$ cat src/verilog/sfoc_regs.vh
// Behaviour
// - Low-power bit stops the sensor; page 0 0xF7-0xFD access then hangs it.
// - Restart truncates the frame; first valid frame follows after integration time.
// - Restart is a write-one trigger that always reads back zero.
// - Soft reset truncates frame, idles pins, returns other registers to defaults.
// - Clearing soft reset resumes normal frame generation and output.
// - Early fall off: frame-valid falls six pixel clocks after last line-valid.
// - Early fall on: frame-valid falls early; line-valid still for every active row.
// - Early fall lead is (1 + field) row times plus constant 3.
// - Early rise off: frame-valid rises six pixel clocks before first line-valid.
// - Early rise lead is (1 + field) row times plus horizontal blank plus 3.
// - Context-B read-mode fields act only when context select bit 3 is one.
// - Context-B binning bit one enables binning; zero gives normal readout.
// - Zoom follows each row with zoom-1 equal blank rows, own line-valid, zero data.
// - Zoom keeps pixel clock; each pixel held for zoom pixel clocks.
// - Zoom field 00/01/10/11 selects 2x/4x/8x/16x.
// - Single-converter bit halves readout rate; readout advances on every other pixel clock.
// - Update-hold keeps frame-synced writes pending; release applies at next frame start.
// - Bad frames after readout changes suppressed unless show-bad-frames is set.
`ifndef SFOC_REGS_VH
`define SFOC_REGS_VH
`define SFOC_ADDR_RESET 8'h0D
`define SFOC_ADDR_STROBE 8'h30
`define SFOC_ADDR_RMB 8'h20
`define SFOC_ADDR_CTXSEL 8'hF2
`define SFOC_HANG_LO 8'hF7
`define SFOC_HANG_HI 8'hFD
`define SFOC_RST_DEFAULT 16'h0000
`define SFOC_STROBE_DEFAULT 16'h0000
`define SFOC_RMB_DEFAULT 16'h0000
`define SFOC_CTX_DEFAULT 16'h0000
`define SFOC_B_HOLD 15
`define SFOC_B_SHOWBAD 8
`define SFOC_B_STBY 2
`define SFOC_B_RESTART 1
`define SFOC_B_SOFTRST 0
`define SFOC_B_FALL_EN 15
`define SFOC_F_FALL_HI 14
`define SFOC_F_FALL_LO 8
`define SFOC_B_RISE_EN 7
`define SFOC_F_RISE_HI 6
`define SFOC_F_RISE_LO 0
`define SFOC_B_BIN 15
`define SFOC_B_ZEN 13
`define SFOC_F_ZOOM_HI 12
`define SFOC_F_ZOOM_LO 11
`define SFOC_B_ADC1 10
`define SFOC_B_CTX 3
`define SFOC_DEF_LEAD 24'h000006
`define SFOC_DEF_TAIL 24'h000006
`define SFOC_EARLY_CONST 24'h000003
`endif

$ cat src/verilog/sfoc_frame_ctrl.v
`timescale 1ns/1ps
`include "sfoc_regs.vh"

module sfoc_fifo #(
   parameter W = 10,
   parameter DEPTH = 8,
   parameter AW = 3
) (
   input wire clk_sys,
   input wire sys_rst,
   input wire [W-1:0] in_data,
   input wire in_valid,
   output wire in_ready,
   output wire [W-1:0] out_data,
   output wire out_valid,
   input wire out_ready
);
   reg [W-1:0] mem [0:DEPTH-1];
   reg [AW-1:0] wp_q;
   reg [AW-1:0] rp_q;
   reg [AW:0] cnt_q;
   wire push;
   wire pop;
   assign in_ready = (cnt_q != DEPTH[AW:0]);
   assign out_valid = (cnt_q != {(AW+1){1'b0}});
   assign out_data = mem[rp_q];
   assign push = in_valid & in_ready;
   assign pop = out_valid & out_ready;
   always @(posedge clk_sys) begin
      if (push) begin
         mem[wp_q] <= in_data;
      end
   end
   always @(posedge clk_sys) begin
      if (sys_rst) begin
         wp_q <= {AW{1'b0}};
         rp_q <= {AW{1'b0}};
         cnt_q <= {(AW+1){1'b0}};
      end else begin
         if (push) begin
            wp_q <= (wp_q == DEPTH[AW-1:0] - 1'b1) ? {AW{1'b0}} : wp_q + 1'b1;
         end
         if (pop) begin
            rp_q <= (rp_q == DEPTH[AW-1:0] - 1'b1) ? {AW{1'b0}} : rp_q + 1'b1;
         end
         if (push & ~pop) begin
            cnt_q <= cnt_q + 1'b1;
         end else if (pop & ~push) begin
            cnt_q <= cnt_q - 1'b1;
         end
      end
   end
endmodule // sfoc_fifo

module sfoc_frame_ctrl #(
   parameter ROWS = 24'd1200,
   parameter COLS = 24'd1600,
   parameter HBLANK = 24'd200,
   parameter VBLANK = 24'd1000,
   parameter INTEG = 24'd5000,
   parameter FIFO_DEPTH = 8
) (
   input wire clk_sys,
   input wire sys_rst,
   input wire reg_wr,
   input wire reg_rd,
   input wire [7:0] reg_addr,
   input wire [15:0] reg_wdata,
   output reg [15:0] reg_rdata_q,
   input wire pix_clk,
   input wire [9:0] pix_in_data,
   input wire pix_in_valid,
   output wire pix_in_ready,
   output reg frame_valid_q,
   output reg line_valid_q,
   output reg [9:0] pix_dout_q,
   output wire low_power,
   output wire bin_mode,
   output wire one_adc_mode,
   output wire hung
);
   localparam S_IDLE = 3'h0;
   localparam S_WAIT = 3'h1;
   localparam S_LEAD = 3'h2;
   localparam S_LINE = 3'h3;
   localparam S_HBL = 3'h4;
   localparam S_TAIL = 3'h5;
   localparam S_VBL = 3'h6;
   localparam [23:0] ROWT = COLS + HBLANK;
   localparam [23:0] TO_END0 = ROWS * ROWT - HBLANK;

   // Zoom code to factor; 1 when zoom is off
   function [4:0] zoom_of;
      input en;
      input [1:0] f;
      begin
         if (!en) begin
            zoom_of = 5'h01;
         end else begin
            case (f)
               2'h0: zoom_of = 5'h02;
               2'h1: zoom_of = 5'h04;
               2'h2: zoom_of = 5'h08;
               default: zoom_of = 5'h10;
            endcase
         end
      end
   endfunction

   reg [15:0] rst_reg_q;
   reg [15:0] strobe_reg_q;
   reg [15:0] rmb_reg_q;
   reg [15:0] ctx_reg_q;
   reg restart_q;
   reg hang_q;
   reg pclk_s1_q;
   reg pclk_s2_q;
   reg pclk_s3_q;
   reg half_q;
   reg [2:0] st_q;
   reg [23:0] cnt_q;
   reg [23:0] to_end_q;
   reg [23:0] row_q;
   reg [4:0] zidx_q;
   reg [4:0] hold_q;
   reg blank_q;
   reg bad_q;
   reg [4:0] act_q;
   wire softrst;
   wire standby;
   wire run;
   wire hang_hit;
   wire [4:0] pend;
   wire [4:0] zoom;
   wire tick;
   wire [23:0] lead_rise;
   wire [23:0] lead_fall;
   wire fifo_valid;
   wire [9:0] fifo_data;
   wire pop;
   wire last_row;
   wire line_go;
   wire next_blank;

   assign softrst = rst_reg_q[`SFOC_B_SOFTRST];
   assign standby = rst_reg_q[`SFOC_B_STBY];
   assign low_power = standby;
   assign hung = hang_q;
   assign run = ~softrst & ~standby & ~hang_q;
   assign hang_hit = (reg_wr | reg_rd) & standby &
      (reg_addr >= `SFOC_HANG_LO) & (reg_addr <= `SFOC_HANG_HI);

   // Context B fields only when selected; context A is read as normal readout
   assign pend = ctx_reg_q[`SFOC_B_CTX] ? {rmb_reg_q[`SFOC_B_BIN], rmb_reg_q[`SFOC_B_ZEN],
      rmb_reg_q[`SFOC_F_ZOOM_HI:`SFOC_F_ZOOM_LO], rmb_reg_q[`SFOC_B_ADC1]} : 5'h00;
   assign bin_mode = act_q[4];
   assign one_adc_mode = act_q[0];
   assign zoom = zoom_of(act_q[3], act_q[2:1]);

   assign lead_rise = strobe_reg_q[`SFOC_B_RISE_EN] ?
      ({17'h00000, strobe_reg_q[`SFOC_F_RISE_HI:`SFOC_F_RISE_LO]} + 24'h000001) * ROWT
      + HBLANK + `SFOC_EARLY_CONST : `SFOC_DEF_LEAD;
   assign lead_fall = ({17'h00000, strobe_reg_q[`SFOC_F_FALL_HI:`SFOC_F_FALL_LO]}
      + 24'h000001) * ROWT + `SFOC_EARLY_CONST;

   // Register port; soft reset holds every other field at its default
   always @(posedge clk_sys) begin
      if (sys_rst) begin
         rst_reg_q <= `SFOC_RST_DEFAULT;
         strobe_reg_q <= `SFOC_STROBE_DEFAULT;
         rmb_reg_q <= `SFOC_RMB_DEFAULT;
         ctx_reg_q <= `SFOC_CTX_DEFAULT;
         restart_q <= 1'b0;
         hang_q <= 1'b0;
         reg_rdata_q <= 16'h0000;
      end else begin
         restart_q <= 1'b0;
         if (hang_hit) begin
            hang_q <= 1'b1;
         end
         if (reg_wr & ~hang_q & ~hang_hit) begin
            case (reg_addr)
               `SFOC_ADDR_RESET: begin
                  rst_reg_q <= {reg_wdata[`SFOC_B_HOLD], 6'h00, reg_wdata[`SFOC_B_SHOWBAD],
                     5'h00, reg_wdata[`SFOC_B_STBY], 1'b0, reg_wdata[`SFOC_B_SOFTRST]};
                  restart_q <= reg_wdata[`SFOC_B_RESTART];
               end
               `SFOC_ADDR_STROBE: strobe_reg_q <= reg_wdata;
               `SFOC_ADDR_RMB: rmb_reg_q <= {reg_wdata[15], 1'b0, reg_wdata[13:10], 10'h000};
               `SFOC_ADDR_CTXSEL: ctx_reg_q <= {12'h000, reg_wdata[`SFOC_B_CTX], 3'h0};
               default: ;
            endcase
         end
         if (softrst & ~(reg_wr & (reg_addr == `SFOC_ADDR_RESET))) begin
            rst_reg_q <= `SFOC_RST_DEFAULT | 16'h0001;
            strobe_reg_q <= `SFOC_STROBE_DEFAULT;
            rmb_reg_q <= `SFOC_RMB_DEFAULT;
            ctx_reg_q <= `SFOC_CTX_DEFAULT;
         end
         if (reg_rd) begin
            case (reg_addr)
               `SFOC_ADDR_RESET: reg_rdata_q <= rst_reg_q;
               `SFOC_ADDR_STROBE: reg_rdata_q <= strobe_reg_q;
               `SFOC_ADDR_RMB: reg_rdata_q <= rmb_reg_q;
               `SFOC_ADDR_CTXSEL: reg_rdata_q <= ctx_reg_q;
               default: reg_rdata_q <= 16'h0000;
            endcase
         end
      end
   end

   // Pixel clock is sampled; it must be under half of clk_sys to be seen
   always @(posedge clk_sys) begin
      if (sys_rst) begin
         pclk_s1_q <= 1'b0;
         pclk_s2_q <= 1'b0;
         pclk_s3_q <= 1'b0;
         half_q <= 1'b0;
      end else begin
         pclk_s1_q <= pix_clk;
         pclk_s2_q <= pclk_s1_q;
         pclk_s3_q <= pclk_s2_q;
         if (pclk_s2_q & ~pclk_s3_q) begin
            half_q <= ~half_q;
         end
      end
   end
   // One converter: readout advances on every other pixel clock
   assign tick = pclk_s2_q & ~pclk_s3_q & (~act_q[0] | half_q);

   sfoc_fifo #(
      .W(10),
      .DEPTH(FIFO_DEPTH),
      .AW(3)
   ) u_fifo (
      .clk_sys(clk_sys),
      .sys_rst(sys_rst),
      .in_data(pix_in_data),
      .in_valid(pix_in_valid),
      .in_ready(pix_in_ready),
      .out_data(fifo_data),
      .out_valid(fifo_valid),
      .out_ready(pop)
   );

   // Blank rows carry no pixels, so the FIFO is only drained on real rows
   // First pixel leaves with the line strobe, so the closing tick drops nothing
   assign line_go = tick & (cnt_q <= 24'h000001) & ((st_q == S_LEAD) | (st_q == S_HBL));
   assign next_blank = (st_q == S_HBL) & (zidx_q != zoom - 5'h01);
   assign pop = run & ~restart_q & ((line_go & ~next_blank) | (tick & (st_q == S_LINE) &
      (hold_q == 5'h00) & ~blank_q & (cnt_q > 24'h000001)));
   assign last_row = (row_q == ROWS - 24'h000001);

   always @(posedge clk_sys) begin
      if (sys_rst) begin
         st_q <= S_IDLE;
         cnt_q <= 24'h000000;
         to_end_q <= 24'h000000;
         row_q <= 24'h000000;
         zidx_q <= 5'h00;
         hold_q <= 5'h00;
         blank_q <= 1'b0;
         bad_q <= 1'b0;
         act_q <= 5'h00;
         frame_valid_q <= 1'b0;
         line_valid_q <= 1'b0;
         pix_dout_q <= 10'h000;
      end else if (~run | restart_q) begin
         st_q <= run ? S_WAIT : S_IDLE;
         cnt_q <= INTEG;
         frame_valid_q <= 1'b0;
         line_valid_q <= 1'b0;
         pix_dout_q <= 10'h000;
         if (softrst) begin
            act_q <= 5'h00;
         end
      end else begin
         case (st_q)
            S_IDLE: begin
               st_q <= S_WAIT;
               cnt_q <= INTEG;
            end
            S_WAIT, S_VBL: begin
               if (tick) begin
                  if (cnt_q <= 24'h000001) begin
                     // Frame start: pending settings land here unless held
                     st_q <= S_LEAD;
                     cnt_q <= lead_rise;
                     to_end_q <= TO_END0;
                     row_q <= 24'h000000;
                     zidx_q <= 5'h00;
                     blank_q <= 1'b0;
                     if (~rst_reg_q[`SFOC_B_HOLD]) begin
                        act_q <= pend;
                        bad_q <= (pend != act_q) & ~rst_reg_q[`SFOC_B_SHOWBAD];
                        frame_valid_q <= ~((pend != act_q) & ~rst_reg_q[`SFOC_B_SHOWBAD]);
                     end else begin
                        bad_q <= 1'b0;
                        frame_valid_q <= 1'b1;
                     end
                  end else begin
                     cnt_q <= cnt_q - 24'h000001;
                  end
               end
            end
            S_LEAD: begin
               if (tick) begin
                  if (cnt_q <= 24'h000001) begin
                     st_q <= S_LINE;
                     cnt_q <= COLS;
                     hold_q <= zoom - 5'h01;
                     pix_dout_q <= (bad_q | ~fifo_valid) ? 10'h000 : fifo_data;
                     line_valid_q <= ~bad_q;
                  end else begin
                     cnt_q <= cnt_q - 24'h000001;
                  end
               end
            end
            S_LINE, S_HBL: begin
               if (tick) begin
                  to_end_q <= to_end_q - 24'h000001;
                  cnt_q <= cnt_q - 24'h000001;
                  if (strobe_reg_q[`SFOC_B_FALL_EN] & (to_end_q <= lead_fall + 24'h000001)) begin
                     frame_valid_q <= 1'b0;
                  end
                  if (st_q == S_LINE) begin
                     if (hold_q == 5'h00) begin
                        hold_q <= zoom - 5'h01;
                        pix_dout_q <= (blank_q | bad_q | ~fifo_valid) ? 10'h000 : fifo_data;
                     end else begin
                        hold_q <= hold_q - 5'h01;
                     end
                     if (cnt_q <= 24'h000001) begin
                        line_valid_q <= 1'b0;
                        pix_dout_q <= 10'h000;
                        st_q <= last_row ? S_TAIL : S_HBL;
                        cnt_q <= last_row ? `SFOC_DEF_TAIL : HBLANK;
                     end
                  end else if (cnt_q <= 24'h000001) begin
                     // Each real row is followed by zoom-1 blank rows of equal length
                     st_q <= S_LINE;
                     cnt_q <= COLS;
                     hold_q <= zoom - 5'h01;
                     pix_dout_q <= (next_blank | bad_q | ~fifo_valid) ? 10'h000 : fifo_data;
                     row_q <= row_q + 24'h000001;
                     zidx_q <= (zidx_q == zoom - 5'h01) ? 5'h00 : zidx_q + 5'h01;
                     blank_q <= (zidx_q != zoom - 5'h01);
                     line_valid_q <= ~bad_q;
                  end
               end
            end
            S_TAIL: begin
               if (tick) begin
                  if (cnt_q <= 24'h000001) begin
                     frame_valid_q <= 1'b0;
                     st_q <= S_VBL;
                     cnt_q <= VBLANK;
                  end else begin
                     cnt_q <= cnt_q - 24'h000001;
                  end
               end
            end
            default: st_q <= S_IDLE;
         endcase
      end
   end
endmodule // sfoc_frame_ctrl

$ cat config.mk
export PLATFORM = sky130hd
export DESIGN_NAME = sfoc_frame_ctrl
export DESIGN_NICKNAME = d
export VERILOG_FILES = /design/src/verilog/sfoc_frame_ctrl.v
export VERILOG_INCLUDE_DIRS = /design/src /design/src/verilog
export SDC_FILE = /design/constraint.sdc
export NUM_CORES = 1
export LEC_CHECK = 0
export BUFFER_PORTS_ARGS = -buffer_cell sky130_fd_sc_hd__buf_2
export CAP_MARGIN = 0
export CELL_PAD_IN_SITES_DETAIL_PLACEMENT = 1
export CELL_PAD_IN_SITES_GLOBAL_PLACEMENT = 1
export CORE_AREA = 2 2 180 182
export CTS_BUF_LIST = sky130_fd_sc_hd__clkbuf_8
export DETAILED_ROUTE_END_ITERATION = 10
export DIE_AREA = 0 0 182 184
export GPL_TIMING_DRIVEN = 0
export PLACE_DENSITY_LB_ADDON = 0.1
export SLEW_MARGIN = 20
export SYNTH_ARGS = -nofsm -noshare
export SYNTH_HDL_FRONTEND = slang
export SYNTH_SLANG_ARGS = --single-unit
$ cat constraint.sdc
create_clock -name clk_sys -period 8.2 [get_ports clk_sys]
set_clock_uncertainty 0.05 [all_clocks]
set_input_delay 0.82 -clock clk_sys [delete_from_list [all_inputs] [get_ports clk_sys]]
set_output_delay 0.82 -clock clk_sys [all_outputs]
set_load 0.005 [all_outputs]
Word level (Yosys, flattened, before mapping)
Memory sizes are Yosys's and may differ from the RTL's. A register that Yosys moved wholly into a read port is not among the register bits. Index checks and enable logic that the tools add are counted.

Input port bits: 40. Output and inout port bits: 33. RAM bits: 80. Memories kept: 1. Register bits: 162.

Magnitude comparators: 5. Muxes and demuxes: 99. Multiply operators: 2. Add/subtract/negate cells: 16. Bitwise gates (word level): 58. Eq/ne operators: 41. Reductions and logical operators: 36.

Memories: u_fifo.mem (words 8, width 10, read ports 1, clocked after Yosys merged registers in 1, wr ports 1, line sfoc_frame_ctrl.v:18) `reg [W-1:0] mem [0:DEPTH-1];`.

Operators with widths (number): 24-bit two-way mux (17); 24-bit case mux with 5 select lines (1); 10-bit two-way mux (10); 24-bit case mux with 2 select lines (2); 5-bit two-way mux (19); 16-bit case mux with 4 select lines (1); 24-bit by 1-bit subtractor with 24-bit output (second input constant) (2); 3-bit two-way mux (14); 8-bit by 8-bit multiplier with 16-bit output (second input constant) (2); 1-bit bitwise AND (27); 24-bit by 1-bit adder with 24-bit output (second input constant) (1); 24-bit by 11-bit equality test with 1-bit output (second input constant) (1); 24-bit by 1-bit > comparator with 1-bit output (second input constant) (1); 24-bit by 1-bit less-or-equal comparator with 1-bit output (second input constant) (1); 24-bit by 21-bit less-or-equal comparator with 1-bit output (1); 3-bit != test (second input constant) (8); 1-bit two-way mux (22); 20-bit by 1-bit adder with 21-bit output (second input constant) (1); 20-bit by 2-bit adder with 21-bit output (second input constant) (1); 21-bit two-way mux (1); 1-bit inverter (21); 7-bit AND reduction (3); 19-bit by 2-bit adder with 20-bit output (second input constant) (1); 19-bit by 8-bit adder with 20-bit output (second input constant) (1); 46 further kinds (98).

Longest topological paths before layout
Depth in word-level cells: 14. Depth in mapped cells: 25. Gate-level depth less buffers: 24.

By module
From an unflattened synthesis, not the netlist that was laid out.

Cells, all modules: 1468. Area, all modules: 14238.7 um^2.

Modules (own cells, without submodules): sfoc_frame_ctrl (times used 1, area each 10496.3 um^2, cells each 1278, seq. area each 3042.9 um^2); sfoc_fifo (times used 1, area each 3742.3 um^2, cells each 190, seq. area each 2662.6 um^2).

Worst setup path after synthesis
No wires, ideal clock.

Path kind: register to register. Start: register strobe_reg_q[8]. End: register frame_valid_q. Path slack: 3.039 ns. Clock period less this slack: 5.161 ns. Buffers on the path: 1. Library setup time: 0.071 ns. Required time: 8.079 ns. Arrival time: 5.040 ns. Cell stages (with the launch flop): 23. Cell sequence: dfxtp_1 > clkbuf_1 > and3_1 > nand3_1 > xor2_1 > xnor2_1 > xnor2_1 > ha_1 > ha_1 > ha_1 > ha_1 > inv_1 > o21ai_0 > a21o_1 > a21o_1 > a31oi_1 > xnor2_1 > ha_1 > nand3_1 > nor4_1 > a32oi_1 > a211o_1 > a21oi_1.

Cells in the longest elaborated chain, start to end: 8.

RTL lines: from (decl) (line sfoc_frame_ctrl.v:111) `reg [15:0] strobe_reg_q;`; from (signal assigned) (line sfoc_frame_ctrl.v:170) `` strobe_reg_q <= `SFOC_STROBE_DEFAULT; ``; from (signal assigned) (line sfoc_frame_ctrl.v:188) `` `SFOC_ADDR_STROBE: strobe_reg_q <= reg_wdata; ``; from (signal assigned) (line sfoc_frame_ctrl.v:196) `` strobe_reg_q <= `SFOC_STROBE_DEFAULT; ``; 7-bit by 1-bit adder with 8-bit output (line sfoc_frame_ctrl.v:163) `` assign lead_fall = ({17'h00000, strobe_reg_q[`SFOC_F_FALL_HI:`SFOC_F_FALL_LO]} ``; 8-bit by 8-bit multiplier with 16-bit output (line sfoc_frame_ctrl.v:163); 19-bit by 2-bit adder with 20-bit output (no source line); 20-bit by 1-bit adder with 21-bit output (line sfoc_frame_ctrl.v:323) `` if (strobe_reg_q[`SFOC_B_FALL_EN] & (to_end_q <= lead_fall + 24'h000001)) begin ``; 24-bit by 21-bit less-or-equal comparator with 1-bit output (line sfoc_frame_ctrl.v:323); 1-bit bitwise AND (line sfoc_frame_ctrl.v:323); 2-bit != test (no source line); 7-bit AND reduction (no source line); to (signal assigned) (line sfoc_frame_ctrl.v:296) `` frame_valid_q <= ~((pend != act_q) & ~rst_reg_q[`SFOC_B_SHOWBAD]); ``; to (decl) (line sfoc_frame_ctrl.v:74) `output reg frame_valid_q,`.

Every way passes these cells. A chain may end at the register's enable or synchronous reset.

Worst setup path after layout
Same ends and word-level chain as after synthesis.

==> qor.log <==
INFO  outcome        outcome=completed
INFO  setup_path     cp_data_arrival_time=6590ps
INFO  synth          synthDominantCellAreaShare=23.6%
INFO  timing         maxClockFrequency=0.163GHz
INFO  clock_network  hold_buffers=0
INFO  finish         fillerInstances=3650
INFO  timing         period_minus_slack=6140ps
INFO  power          totalPowerFinal=2.78mW
INFO  timing         fin_worst_hold_slack=398ps
INFO  synth          synth-main-ff-cell=sky130_fd_sc_hd__dfxtp_1
INFO  drt            detailroute.via_count=11600
INFO  clock_network  clock_sink_count=245
INFO  setup_path     critical_path.startpoint=strobe_reg_q[8]
INFO  clock_network  cts_tree=yes
INFO  power          cellLeakagePower=6.36nW
INFO  finish         insertedDiodeCount=0
INFO  die            ios=73
INFO  drt            routedWlPerCell=19.9um
INFO  synth          synth.net_count=1618
INFO  timing         setup_viol=0
INFO  setup_path     timing.critical_path.to_type=register
INFO  setup_path     cp_max_fo=9
INFO  setup_path     r2r-start=strobe_reg_q[8]
INFO  setup_path     critical_path.endpoint=frame_valid_q
INFO  drt            initialDrtViolationCount=572
INFO  timing         maxSlewHeadroom=29.1%
INFO  drt            via_per_inst=5.72
INFO  clock_network  cts-buffers-inserted=45
INFO  timing         final-hold-violation-count=0
INFO  setup_path     crit_required=8650ps
INFO  synth          synth-edff-count=80
INFO  synth          syn_avg_cell_area=9.59um2
INFO  drt            postRouteAntennaNets=0
INFO  grt            largest_net_degree_at_the_start_of_global_routing=14
INFO  timing         postLayoutSetupSlackWorst=2060ps
INFO  drt            first_pass_iters=5
INFO  synth          mappedNetlistArea=0.0140mm2
INFO  grt            grt_first_pass_wirelength=65500um
INFO  setup_path     r2r_cells=22
INFO  synth          synthTopCellsByArea=sky130_fd_sc_hd__dfxtp_1, sky130_fd_sc_hd__edfxtp_1, sky130_fd_sc_hd__ha_1
INFO  placed_design  io_buffer_count=70
INFO  die            core=0.0314mm2
INFO  power          ir_drop=0.109mV
INFO  die            floorplan.rows=65
INFO  grt            grt_use_total=24.6%
INFO  flow_run       max-cap-violations=0
INFO  timing         timing.final.crit_share=74.9%
INFO  synth          asyncSetResetFlopFracSynth=0%
INFO  die            die_area=0.0335mm2
INFO  placed_design  dp_hpwl=30600um
INFO  hold_path      hold_class=register to register
INFO  timing         unrepaired_setup_endpoints_after_global_routing=no
INFO  setup_path     timing.setup.critical_path_class=register to register
INFO  drt            routed_wirelength=40300um
INFO  synth          synth_seq_cells=245
INFO  grt            first_global_vias=12100
INFO  clock_network  cts.repair_timing.setup_buffer_count=0
INFO  clock_network  clockRootBuffer=sky130_fd_sc_hd__clkbuf_8
INFO  grt            antenna_violations_before_repair=0
INFO  clock_network  clock_pin_slew_on_the_worst_setup_and_hold_paths=60ps
INFO  clock_network  htree_depth=2
INFO  placed_design  final_wtd_congestion=0.886
INFO  placed_design  post-place-ws=2030ps
INFO  clock_network  clkLatencyLatePin=580ps
INFO  die            die_height=184um
INFO  timing         setup_total_negative_slack=0ps
INFO  setup_path     timing.critical_path.from_type=register
INFO  synth          synth_seq_area_share=40.7%
INFO  finish         area_growth_syn_to_fin=13.4%
INFO  power          pwr_density_cell=175mW/mm2
INFO  synth          synth-warning-count=0
INFO  die            floorplan.initialDensity=44.6%
INFO  clock_network  cts-resized-gates=0
INFO  grt            grt.overflow.total=0
INFO  drt            remaining_drc_errors=0
INFO  finish         final_nets=1747
INFO  clock_network  deepest_clock_path_buffer_count=3
INFO  die            die_width=182um
INFO  timing         final-max-slew-violation-count=0
INFO  synth          synth.largest_area_cell=sky130_fd_sc_hd__dfxtp_1
INFO  setup_path     reg2reg_to=frame_valid_q
INFO  timing         tightestPinTransition=1060ps
INFO  setup_path     r2r_slack=2060ps
INFO  finish         final_layout_size_suffix_gt1_share=12.1%
INFO  finish         share_of_the_core_filled_with_cells_in_the_final_layout=50.6%
INFO  synth          synthCells=1460
INFO  synth          yosys.cell_types.count=72
worst min-delay path by stage:
stage                    from         to  slack, ps  cells past startpoint
floorplan           pclk_s1_q  pclk_s2_q        360                      1
global placement    pclk_s1_q  pclk_s2_q        370                      1
detailed placement  pclk_s1_q  pclk_s2_q        380                      1
CTS                 pclk_s1_q  pclk_s2_q        400                      1
global route        pclk_s1_q  pclk_s2_q        420                      1
finish              pclk_s1_q  pclk_s2_q        400                      1
cell usage in the layout (no fill, tap or decap), types with 14 or more instances in the layout:
| cell type | netlist | routed |
|---|---|---|
| sky130_fd_sc_hd__dfxtp_1 | 165 | 165 |
| sky130_fd_sc_hd__nor2_1 | 152 | 151 |
| sky130_fd_sc_hd__a21oi_1 | 109 | 108 |
| sky130_fd_sc_hd__ha_1 | 106 | 106 |
| sky130_fd_sc_hd__nand2_1 | 104 | 104 |
| sky130_fd_sc_hd__edfxtp_1 | 80 | 80 |
| sky130_fd_sc_hd__buf_2 | 2 | 78 |
| sky130_fd_sc_hd__inv_1 | 48 | 68 |
| sky130_fd_sc_hd__xnor2_1 | 61 | 61 |
| sky130_fd_sc_hd__nand3_1 | 59 | 59 |
| sky130_fd_sc_hd__o21ai_0 | 59 | 59 |
| sky130_fd_sc_hd__clkbuf_1 | 57 | 57 |
| sky130_fd_sc_hd__clkbuf_8 | 0 | 52 |
| sky130_fd_sc_hd__xor2_1 | 47 | 47 |
| sky130_fd_sc_hd__nor3_1 | 38 | 36 |
| sky130_fd_sc_hd__mux2i_1 | 32 | 32 |
| sky130_fd_sc_hd__or3_1 | 28 | 28 |
| sky130_fd_sc_hd__mux4_2 | 20 | 20 |
| sky130_fd_sc_hd__nand4_1 | 17 | 17 |
| sky130_fd_sc_hd__nor2b_1 | 17 | 17 |
| sky130_fd_sc_hd__a211oi_1 | 17 | 17 |
| sky130_fd_sc_hd__nor4_1 | 18 | 16 |
| sky130_fd_sc_hd__a21o_1 | 15 | 15 |
| sky130_fd_sc_hd__nand2b_1 | 14 | 14 |
cell type report:
cell class	count	area (um2)	share of cell area [%]
Buffer	63	240	1.51
Clock inverter	29	166	1.05
Sequential cell	245	5710	35.9
Inverter	48	180	1.13
Tap cell	402	503	3.17
Timing Repair Buffer	82	437	2.75
Multi-Input combinational cell	1104	7930	49.9
Clock buffer	52	716	4.51
cells in the mapped netlist, types with 4 or more instances:
master	count
sky130_fd_sc_hd__a211oi_1	17
sky130_fd_sc_hd__a21o_1	15
sky130_fd_sc_hd__a21oi_1	109
sky130_fd_sc_hd__a22o_1	8
sky130_fd_sc_hd__a22oi_1	6
sky130_fd_sc_hd__a311oi_1	6
sky130_fd_sc_hd__a31oi_1	7
sky130_fd_sc_hd__and2_1	8
sky130_fd_sc_hd__and3_1	11
sky130_fd_sc_hd__and4_1	6
sky130_fd_sc_hd__clkbuf_1	57
sky130_fd_sc_hd__dfxtp_1	165
sky130_fd_sc_hd__edfxtp_1	80
sky130_fd_sc_hd__fa_1	12
sky130_fd_sc_hd__ha_1	106
sky130_fd_sc_hd__inv_1	48
sky130_fd_sc_hd__mux2i_1	32
sky130_fd_sc_hd__mux4_2	20
sky130_fd_sc_hd__nand2_1	104
sky130_fd_sc_hd__nand2b_1	14
sky130_fd_sc_hd__nand3_1	59
sky130_fd_sc_hd__nand3b_1	10
sky130_fd_sc_hd__nand4_1	17
sky130_fd_sc_hd__nor2_1	152
sky130_fd_sc_hd__nor2b_1	17
sky130_fd_sc_hd__nor3_1	38
sky130_fd_sc_hd__nor3b_1	12
sky130_fd_sc_hd__nor4_1	18
sky130_fd_sc_hd__nor4_4	4
sky130_fd_sc_hd__o211ai_1	6
sky130_fd_sc_hd__o21a_1	6
sky130_fd_sc_hd__o21ai_0	59
sky130_fd_sc_hd__o22ai_1	4
sky130_fd_sc_hd__o2bb2ai_1	12
sky130_fd_sc_hd__o31ai_1	7
sky130_fd_sc_hd__or2_2	4
sky130_fd_sc_hd__or3_1	28
sky130_fd_sc_hd__or3b_2	4
sky130_fd_sc_hd__or4_1	9
sky130_fd_sc_hd__xnor2_1	61
sky130_fd_sc_hd__xor2_1	47
routing by layer:
| metal | share of wire [%] | track usage, % | vias to the layer above |
|---|---|---|---|
| met5 | 0 | 0 | - |
| met4 | 1.9 | 6.23 | 0 |
| met3 | 2.9 | 2.93 | 56 |
| met2 | 51 | 44.8 | 170 |
| met1 | 44 | 30.9 | 5754 |
| li1 | - | - | 5601 |
sequential cells by signal, summed over array words and instances, names as in the netlist, 3 cells and up, named ones only:
register,count
zidx_q,5
to_end_q,24
u_fifo.wp_q,3
u_fifo.mem,80
pix_dout_q,10
strobe_reg_q,16
row_q,24
act_q,5
u_fifo.cnt_q,4
cnt_q,24
u_fifo.rp_q,3
rmb_reg_q,5
st_q,3
hold_q,5
reg_rdata_q,16
rst_reg_q,4
power by group:
part	switching [mW]	leakage [nW]	internal (mW)	total [mW]
clock network	0.531	0.523	0.613	1.14
registers	0.0279	2.06	1.29	1.32
logic	0.207	3.78	0.114	0.322
cell families after synthesis:
logic type                 share of synthesized area [%]
muxes                                               5.66
adders and majority gates                           11.2
DFF                                                 40.7
buffers and inverters                               3.00
AOI/OAI and AO/OA                                   13.1
xor gates and xnor gates                            6.75
and+or+nand+nor                                     19.6
through the flow:
step	area, um2	cells
final	15900	2025
after global routing	15900	2025
after CTS	15900	2024
after detailed placement	15000	1943
after global placement	14900	1932
after floorplan	14000	1460
worst max-delay path, stage by stage, from the launching register on:
cell                       delay, ps
sky130_fd_sc_hd__dfxtp_1         430
sky130_fd_sc_hd__clkbuf_1        470
sky130_fd_sc_hd__and3_1          250
sky130_fd_sc_hd__nand3_1         150
sky130_fd_sc_hd__xor2_1          640
sky130_fd_sc_hd__xnor2_1         210
sky130_fd_sc_hd__xnor2_1         170
sky130_fd_sc_hd__ha_1            320
sky130_fd_sc_hd__ha_1            290
sky130_fd_sc_hd__ha_1            300
sky130_fd_sc_hd__ha_1            290
sky130_fd_sc_hd__inv_1            90
sky130_fd_sc_hd__o21ai_0         140
sky130_fd_sc_hd__a21o_1          210
sky130_fd_sc_hd__a21o_1          200
sky130_fd_sc_hd__a31oi_1         200
sky130_fd_sc_hd__xnor2_1         110
sky130_fd_sc_hd__ha_1            300
sky130_fd_sc_hd__nand3_1         170
sky130_fd_sc_hd__nor4_1          500
sky130_fd_sc_hd__a32oi_1         140
sky130_fd_sc_hd__a211o_1         320
sky130_fd_sc_hd__a21oi_1         130
Power figures use the tool's default switching activity.
